<file path="config.mk">
export PLATFORM = sky130hd
export DESIGN_NAME = cmc_mode_ctrl
export DESIGN_NICKNAME = d
export VERILOG_FILES = /design/src/pkg/cmc_pkg.sv /design/src/pkg/cmc_det_if.sv /design/src/hdl/cmc_idle_det.sv /design/src/hdl/cmc_mode_ctrl.sv
export VERILOG_INCLUDE_DIRS = /design/src /design/src/pkg
export SDC_FILE = /design/constraint.sdc
export NUM_CORES = 1
export LEC_CHECK = 0
export ABC_AREA = 1
export BUFFER_PORTS_ARGS = -buffer_cell sky130_fd_sc_hd__buf_2
export CAP_MARGIN = 40
export CORE_MARGIN = 1.5
export CORE_UTILIZATION = 53
export DETAILED_ROUTE_END_ITERATION = 12
export GPL_TIMING_DRIVEN = 1
export PLACE_DENSITY = 0.84
export SYNTH_ARGS = -nofsm -noshare
export SYNTH_HDL_FRONTEND = slang
export SYNTH_SLANG_ARGS = --single-unit
</file>
<file path="constraint.sdc">
create_clock -name I_CLK_SYS -period 2.75 [get_ports I_CLK_SYS]
set_clock_uncertainty 0.2 [all_clocks]
set_input_delay 0.275 -clock I_CLK_SYS [delete_from_list [all_inputs] [get_ports I_CLK_SYS]]
set_output_delay 0.275 -clock I_CLK_SYS [all_outputs]
set_load 0.05 [all_outputs]
</file>
<file path="src/pkg/cmc_consts.svh">
// Constants for the CAN operating-mode controller: mode codes, field positions, timing.
// Assumes inclusion by bare name from the package and the design modules.
`ifndef CMC_CONSTS_SVH
`define CMC_CONSTS_SVH

`define CMC_MODE_NORMAL   3'h0
`define CMC_MODE_DISABLE  3'h1
`define CMC_MODE_LOOP     3'h2
`define CMC_MODE_LISTEN   3'h3
`define CMC_MODE_CONFIG   3'h4
`define CMC_CFG_BIT       2
`define CMC_MODE_RESET    3'h4

`define CMC_RXM_ACCEPT_ALL 2'h3

`define CMC_IDLE_BITS     4'hB

`define CMC_CLK_MHZ       250
`define CMC_FILT_NS       50
`define CMC_FILT_CYC      ((`CMC_FILT_NS * `CMC_CLK_MHZ + 999) / 1000)

`define CMC_PSM_W         8
`define CMC_BITCNT_W      8

`endif

</file>
<file path="src/pkg/cmc_pkg.sv">
// Types shared by the mode controller and its bus-activity detector.
// Assumes the constants header is on the include path.
`include "cmc_consts.svh"

package cmc_pkg;

	typedef logic [2:0] cmc_mode_t;

	typedef enum logic [1:0] {
		ST_SETTLED,
		ST_PENDING,
		ST_REJOIN,
		ST_WAKE_RX
	} cmc_state_t;

endpackage : cmc_pkg

</file>
<file path="src/pkg/cmc_det_if.sv">
// Carrier between the mode controller and the bus-activity detector.
// Assumes both ends run on the system clock.
interface cmc_det_if;

	logic ce;
	logic loop_on;
	logic loop_tx;
	logic filt_on;
	logic rx_int;
	logic bus_idle;
	logic wake_evt;

	modport det (
		input  ce,
		input  loop_on,
		input  loop_tx,
		input  filt_on,
		output rx_int,
		output bus_idle,
		output wake_evt
	);

	modport ctl (
		output ce,
		output loop_on,
		output loop_tx,
		output filt_on,
		input  rx_int,
		input  bus_idle,
		input  wake_evt
	);

endinterface : cmc_det_if

</file>
<file path="src/hdl/cmc_idle_det.sv">
// Receive-line synchroniser, wake glitch filter, bus-idle counter and wake detector.
// Assumes a bit-time sample tick from the bit-timing logic on the same clock.
`include "cmc_consts.svh"

module cmc_idle_det
	import cmc_pkg::*;
(
	input  wire logic i_clk_sys,
	input  wire logic i_srst,
	input  wire logic i_bus_rx,
	input  wire logic i_bit_tick,
	cmc_det_if.det    bus
);

	localparam logic [4:0] FILT_LAST = 5'(`CMC_FILT_CYC - 1);

	logic       rx_meta_ff;
	logic       rx_sync_ff;
	logic       rx_filt_ff;
	logic       rx_prev_ff;
	logic [4:0] filt_cnt_ff;
	logic [3:0] idle_cnt_ff;

	always_ff @(posedge i_clk_sys) begin
		if (i_srst) begin
			rx_meta_ff <= 1'b1;
			rx_sync_ff <= 1'b1;
		end else if (bus.ce) begin
			rx_meta_ff <= i_bus_rx;
			rx_sync_ff <= rx_meta_ff;
		end
	end

	// Short dominant spikes must not wake a sleeping node, so a change is only taken
	// once it has held for the full filter time.
	always_ff @(posedge i_clk_sys) begin
		if (i_srst) begin
			rx_filt_ff  <= 1'b1;
			filt_cnt_ff <= 5'h0;
		end else if (bus.ce) begin
			if (!bus.filt_on) begin
				rx_filt_ff  <= rx_sync_ff;
				filt_cnt_ff <= 5'h0;
			end else if (rx_sync_ff == rx_filt_ff) begin
				filt_cnt_ff <= 5'h0;
			end else if (filt_cnt_ff == FILT_LAST) begin
				rx_filt_ff  <= rx_sync_ff;
				filt_cnt_ff <= 5'h0;
			end else begin
				filt_cnt_ff <= filt_cnt_ff + 5'h1;
			end
		end
	end

	assign bus.rx_int = bus.loop_on ? bus.loop_tx : rx_filt_ff;

	// A dominant level restarts the count at once, so idle drops in the next cycle.
	always_ff @(posedge i_clk_sys) begin
		if (i_srst) begin
			idle_cnt_ff <= 4'h0;
		end else if (bus.ce) begin
			if (!bus.rx_int) begin
				idle_cnt_ff <= 4'h0;
			end else if (i_bit_tick && idle_cnt_ff != `CMC_IDLE_BITS) begin
				idle_cnt_ff <= idle_cnt_ff + 4'h1;
			end
		end
	end

	assign bus.bus_idle = (idle_cnt_ff == `CMC_IDLE_BITS);

	always_ff @(posedge i_clk_sys) begin
		if (i_srst) begin
			rx_prev_ff <= 1'b1;
		end else if (bus.ce) begin
			rx_prev_ff <= rx_filt_ff;
		end
	end

	assign bus.wake_evt = bus.ce && rx_prev_ff && !rx_filt_ff;
endmodule : cmc_idle_det

</file>
<file path="src/hdl/cmc_mode_ctrl.sv">
// Operating-mode controller of a CAN module: request/grant, pin ownership, wake logic.
// Assumes a protocol engine and bit-timing logic on I_CLK_SYS; the pin arrives raw.
`include "cmc_consts.svh"

module cmc_mode_ctrl
	import cmc_pkg::*;
(
	input  wire logic                     I_CLK_SYS,
	input  wire logic                     I_SRST,
	input  wire logic                     I_CE,
	input  wire logic [2:0]               I_MODE_REQ,
	input  wire logic [1:0]               I_RX_MODE,
	input  wire logic                     I_WAKE_IE,
	input  wire logic                     I_WAKE_FILT_EN,
	input  wire logic                     I_WAKE_CLR,
	input  wire logic                     I_CPU_SLEEP,
	input  wire logic                     I_CFG_WR_REQ,
	input  wire logic                     I_BUS_RX,
	input  wire logic                     I_BIT_TICK,
	input  wire logic                     I_PE_TX,
	input  wire logic                     I_PE_TX_BUSY,
	input  wire logic                     I_PE_ERR,
	input  wire logic                     I_PE_SAMPLE,
	input  wire logic [`CMC_PSM_W-1:0]    I_PE_STATE,
	input  wire logic [`CMC_BITCNT_W-1:0] I_PE_BITCNT,
	output logic      [2:0]               O_MODE_STAT,
	output logic                          O_TX_PIN,
	output logic                          O_TX_OE,
	output logic                          O_RX_PIN_OWN,
	output logic                          O_PE_RX,
	output logic                          O_PE_TX_EN,
	output logic                          O_PE_RX_EN,
	output logic                          O_ERR_SIG_EN,
	output logic                          O_LOOP_ACK,
	output logic                          O_ERRCNT_CLR,
	output logic                          O_ERRCNT_RUN,
	output logic                          O_MOD_CLK_EN,
	output logic                          O_INT_EN_OTHERS,
	output logic                          O_CFG_WR_EN,
	output logic                          O_WAKE_FLAG,
	output logic                          O_WAKE_IRQ,
	output logic                          O_ACCEPT_ALL,
	output logic                          O_MAB_COPY,
	output logic                          O_ERR_SAMPLE,
	output logic      [`CMC_PSM_W-1:0]    O_ERR_STATE,
	output logic      [`CMC_BITCNT_W-1:0] O_ERR_BITCNT
);

	// Any code with the top bit set asks for configuration mode.
	function automatic cmc_mode_t norm_mode(input logic [2:0] req);
		norm_mode = req[`CMC_CFG_BIT] ? `CMC_MODE_CONFIG : req;
	endfunction : norm_mode

	function automatic logic is_online(input cmc_mode_t m);
		is_online = (m == `CMC_MODE_NORMAL) || (m == `CMC_MODE_LOOP) ||
			(m == `CMC_MODE_LISTEN);
	endfunction : is_online

	cmc_det_if det_bus ();

	cmc_mode_t  mode_ff;
	cmc_state_t state_ff;
	cmc_mode_t  target;
	cmc_mode_t  nxt_mode;
	logic       grant;
	logic       in_disable;
	logic       in_config;
	logic       running;
	logic       wake_arm;
	logic       tx_oe_ff;
	logic       tx_pin_ff;
	logic       wake_flag_ff;
	logic       mab_copy_ff;
	logic       err_sample_ff;
	logic [`CMC_PSM_W-1:0]    err_state_ff;
	logic [`CMC_BITCNT_W-1:0] err_bitcnt_ff;

	cmc_idle_det u_idle_det (
		.i_clk_sys  (I_CLK_SYS),
		.i_srst     (I_SRST),
		.i_bus_rx   (I_BUS_RX),
		.i_bit_tick (I_BIT_TICK),
		.bus        (det_bus.det)
	);

	assign target     = norm_mode(I_MODE_REQ);
	assign in_disable = (mode_ff == `CMC_MODE_DISABLE);
	assign in_config  = (mode_ff == `CMC_MODE_CONFIG);

	// An online node may only switch at bus idle; configuration mode is left at once, but no other mode is left while its
	// engine still reports a transmission, so configuration is never entered mid-frame.
	assign grant = in_config || (!I_PE_TX_BUSY && (in_disable || det_bus.bus_idle));

	// The pin enable is loaded from the mode about to be granted, so the pin is
	// released in the same cycle in which the status changes.
	assign nxt_mode = (target != mode_ff && state_ff != ST_WAKE_RX && grant) ?
		target : mode_ff;

	always_ff @(posedge I_CLK_SYS) begin
		if (I_SRST) begin
			mode_ff  <= `CMC_MODE_RESET;
			state_ff <= ST_SETTLED;
		end else if (I_CE) begin
			if (target != mode_ff && state_ff != ST_WAKE_RX) begin
				if (grant) begin
					mode_ff  <= target;
					state_ff <= is_online(target) ? ST_REJOIN : ST_SETTLED;
				end else begin
					state_ff <= ST_PENDING;
				end
			end else begin
				unique case (state_ff)
					ST_SETTLED: begin
						if (in_disable && det_bus.wake_evt && !I_CPU_SLEEP) begin
							state_ff <= ST_WAKE_RX;
						end
					end
					ST_PENDING: begin
						state_ff <= ST_SETTLED;
					end
					ST_REJOIN: begin
						if (det_bus.bus_idle) begin
							state_ff <= ST_SETTLED;
						end
					end
					ST_WAKE_RX: begin
						if (det_bus.bus_idle) begin
							state_ff <= ST_SETTLED;
						end
					end
				endcase
			end
		end
	end

	assign O_MODE_STAT = mode_ff;

	assign det_bus.ce      = I_CE;
	assign det_bus.loop_on = (mode_ff == `CMC_MODE_LOOP);
	assign det_bus.loop_tx = I_PE_TX;
	assign det_bus.filt_on = I_WAKE_FILT_EN && (in_disable || I_CPU_SLEEP);
	assign O_PE_RX         = det_bus.rx_int;

	assign running = is_online(mode_ff) && (state_ff == ST_SETTLED || state_ff == ST_PENDING);

	// A frame seen while the CPU sleeps is dropped: the clocks are too slow to follow it.
	assign O_PE_RX_EN   = !I_CPU_SLEEP && (running || state_ff == ST_WAKE_RX);
	assign O_PE_TX_EN   = running && (mode_ff != `CMC_MODE_LISTEN);
	assign O_ERR_SIG_EN = O_PE_TX_EN;
	assign O_LOOP_ACK   = (mode_ff == `CMC_MODE_LOOP);
	assign O_ERRCNT_CLR = in_config;
	assign O_ERRCNT_RUN = (mode_ff == `CMC_MODE_NORMAL) || (mode_ff == `CMC_MODE_LOOP);
	assign O_MOD_CLK_EN = !in_disable || state_ff == ST_WAKE_RX;
	assign O_INT_EN_OTHERS = !in_disable;
	assign O_CFG_WR_EN  = in_config && I_CFG_WR_REQ;
	assign O_ACCEPT_ALL = (I_RX_MODE == `CMC_RXM_ACCEPT_ALL);
	assign O_RX_PIN_OWN = (mode_ff == `CMC_MODE_NORMAL) || (mode_ff == `CMC_MODE_LISTEN) ||
		in_config;

	// Pin drive is registered so the bus never sees a combinational glitch.
	always_ff @(posedge I_CLK_SYS) begin
		if (I_SRST) begin
			tx_oe_ff  <= 1'b0;
			tx_pin_ff <= 1'b1;
		end else if (I_CE) begin
			tx_oe_ff  <= (nxt_mode == `CMC_MODE_NORMAL) ||
				(nxt_mode == `CMC_MODE_CONFIG);
			tx_pin_ff <= (nxt_mode == `CMC_MODE_NORMAL && O_PE_TX_EN) ? I_PE_TX : 1'b1;
		end
	end

	assign O_TX_OE  = tx_oe_ff;
	assign O_TX_PIN = tx_pin_ff;

	// Software keeps the module idle before sleep; the detector is armed either way.
	assign wake_arm = in_disable || I_CPU_SLEEP;

	always_ff @(posedge I_CLK_SYS) begin
		if (I_SRST) begin
			wake_flag_ff <= 1'b0;
		end else if (I_CE) begin
			if (wake_arm && det_bus.wake_evt) begin
				wake_flag_ff <= 1'b1;
			end else if (I_WAKE_CLR) begin
				wake_flag_ff <= 1'b0;
			end
		end
	end

	assign O_WAKE_FLAG = wake_flag_ff;
	assign O_WAKE_IRQ  = wake_flag_ff && I_WAKE_IE;

	always_ff @(posedge I_CLK_SYS) begin
		if (I_SRST) begin
			mab_copy_ff   <= 1'b0;
			err_sample_ff <= 1'b0;
			err_state_ff  <= '0;
			err_bitcnt_ff <= '0;
		end else if (I_CE) begin
			mab_copy_ff <= I_PE_ERR && O_ACCEPT_ALL && running;
			if (I_PE_ERR && O_ACCEPT_ALL && running) begin
				err_sample_ff <= I_PE_SAMPLE;
				err_state_ff  <= I_PE_STATE;
				err_bitcnt_ff <= I_PE_BITCNT;
			end
		end
	end

	assign O_MAB_COPY   = mab_copy_ff;
	assign O_ERR_SAMPLE = err_sample_ff;
	assign O_ERR_STATE  = err_state_ff;
	assign O_ERR_BITCNT = err_bitcnt_ff;
endmodule : cmc_mode_ctrl

</file>
==> results.cfg <==
[run_status]
status = finished clean

[die]
row_count = 22
die_w_um = 64.2
initial_core_util_pct = 54.6
die_area_sq_um = 4120
core_sq_um = 3630
die_h_um = 64.2
io_pins = 72

[synth]
syn_area_sq_um = 1990
synth_commonest_cells = 57 x nor2_1, 56 x nand2_1, 39 x dfxtp_1, 20 x o21ai_0, 19 x inv_1
yosys.area.top_type = dfxtp_1
synth_edf_count = 0
yosys.area.top_type_share_pct = 39.3
synthCells = 283
syn_area_per_cell_sq_um = 7.02
async_reset_ff_share_pct = 0
synth_ff_type = dfxtp_1
netlist_top_cells_area = dfxtp_1 39%, nor2_1 11%, nand2_1 11%
seq_area_frac_synth_pct = 39.3
syn-num-nets = 321
synth-seq-cells = 39
synth_most_common_cell = nor2_1
synth_cell_type_count = 36
yosys_warnings = 0

[detailed_routing]
antenna_left = 0
avgRoutedWirePerCell_um = 10.9
dr.pass1.iters = 5
drt_iter0_drc = 163
drcViolationCount = 0
drt-total-wl_mm = 4.41
viasPerCell = 4.95
dr_total_vias = 1994

[setup_path]
cp_max_fo = 8
crit_path_start_kind = flop
crit_type = flop to output pin
cp-end-kind = output pin
crit_arrival_ns = 1.55
cp.required_ns = 2.28

[grt]
antenna_found_initial = 0
overflow = 0
grt_pass1_vias = 1721
track_usage_pct = 22.6
grt_pass1_wl_mm = 7.54
grt_max_degree = 20

[timing]
setup_viol = 0
timing.hold.ws_ns = 0.0283
period_needed_ns = 2.03
max-slew-margin-rel_pct = 74.8
worst_pin_slew_ns = 0.375
slew_viol_final = 0
rsz0062_at_grt = false
final-hold-violation-count = 0
setup_ws_ns = 0.725
tns_ns = 0
fmax_ghz = 0.494
finalCritPeriodShare_pct = 73.6

[place]
dpl_cell_area_sq_um = 2350
dp_slack_ns = 0.903
numPortBuffers = 71
hpwlAfterDp_mm = 3.29
gp_routability_congestion = 0.988

[final_layout]
diodes = 0
drive_gt1_share_pct = 30.1
final_cell_area_sq_um = 2460
multi_input_area_sq_um = 1020
nNetsFinal = 392
regArea_sq_um = 781
nFillCells = 330
synthToLayoutAreaGrowth_pct = 23.9

[power]
switching_share_pct = 39.2
ir_drop_v = 0.000379
p_clk_share_pct = 26.9
p_leak_nw = 1.25
p_per_area_nw_per_um2 = 630
power_frac_seq_pct = 41.0
p_sw_mw = 0.608
combPwrFrac_pct = 32.0
p_int_mw = 0.941
power_mw = 1.55

[clock_network]
cts_tree = built
cts_buffers = 5
path_clk_slew_ns = 0.08
cts_buffer_depth = 2
clkSinkCount = 39
cts_root_buffer = clkbuf_8
h-tree-depth = 2
clkLatencyLatePin_ns = 0.29
post_cts_buffers = 0

[hold_path]
min_path_type = primary input to flop

[flow_run]
cap_violations = 0
## worst paths after layout
kind	slack (ns)	depth (start not counted)	start	endpoint
worst min-delay path	0.03	3	I_PE_STATE[4]	O_ERR_STATE[4]
worst max register to register	0.89	7	O_MODE_STAT[0]	O_ERR_STATE[2]
worst min register to register	0.26	2	u_idle_det.rx_meta_ff	u_idle_det.rx_meta_ff
worst max-delay path	0.72	5	O_MODE_STAT[2]	O_PE_RX
## metrics by stage
step | utilization, % | instances
finish | 67.7 | 403
detailed placement | 64.7 | 394
floorplan | - | 283
global route | 67.7 | 403
CTS | 67.7 | 403
global placement | 64.7 | 394
## sequential cells by signal, indices dropped and copies added, names as in the netlist
name	count
O_WAKE_FLAG	1
O_ERR_BITCNT	8
u_idle_det.rx_prev_ff	1
O_MAB_COPY	1
O_MODE_STAT	3
u_idle_det.idle_cnt_ff	4
u_idle_det.rx_filt_ff	1
O_ERR_STATE	8
O_ERR_SAMPLE	1
u_idle_det.rx_meta_ff	1
O_TX_OE	1
O_TX_PIN	1
u_idle_det.rx_sync_ff	1
u_idle_det.filt_cnt_ff	5
state_ff	2
## layout make-up
class                   count  area share [%]
multi-input cells         203            41.5
repair buffers             74            15.5
well taps                  48            2.44
clock buffers               6            3.36
clock inverters             2           0.661
inverters                  31            4.83
flip-flops and latches     39            31.7
## layout by cell type, fill, tap and decap left out, types with 3 or more instances in the layout
cell type  count
ha_1           3
clkinv_1       3
inv_2          8
nand4_1        4
nand3_1       17
o21ai_1        4
nand3_2        5
nand2_1       56
a21oi_1        7
buf_2         71
nor2_1        57
dfxtp_1       39
o21ai_0       20
xor2_1         5
nor3_1         3
clkbuf_8       6
inv_1         19
nand2_2        5
## per-layer routing
| layer | track usage, % | vias to the layer above | part of all wire (%) |
|---|---|---|---|
| li1 | - | 1043 | - |
| met3 | 5.46 | 3 | 9.5 |
| met1 | 32.9 | 861 | 47 |
| met4 | 4.79 | 0 | 0.61 |
| met5 | 0 | - | 0 |
| met2 | 34.0 | 87 | 43 |
## repair_timing
action	4_1_cts	5_1_grt
hold endpoints to repair	1	0
gates resized for setup	0	0
hold buffers	1	0
## kinds of logic after synthesis
| group | Yosys count | synth area share, % |
|---|---|---|
| AND/OR/NAND/NOR | 154 | 35.1 |
| buffers and inverters | 41 | 9.26 |
| AO/OA/AOI/OAI | 39 | 11.3 |
| flip-flops | 39 | 39.3 |
| XOR/XNOR | 7 | 3.09 |
| adder cells (fa/ha/maj) | 3 | 1.89 |
## power by group through the flow
stage                     Combinational (mW)  Sequential (mW)  Clock, mW
final                                  0.496            0.636      0.417
after global placement                 0.488            0.647          0
after global routing                   0.542            0.641      0.447
after CTS                              0.495            0.635      0.423
after detailed placement               0.493            0.648          0
after floorplan                        0.360            0.683          0
## critical path: stages (launching register included)
cell and delay, ns:
dfxtp_1 0.55, inv_4 0.10, nand3_2 0.10, nand2_1 0.06, nand2_2 0.15, buf_2 0.29
Power figures use the tool's default switching activity.
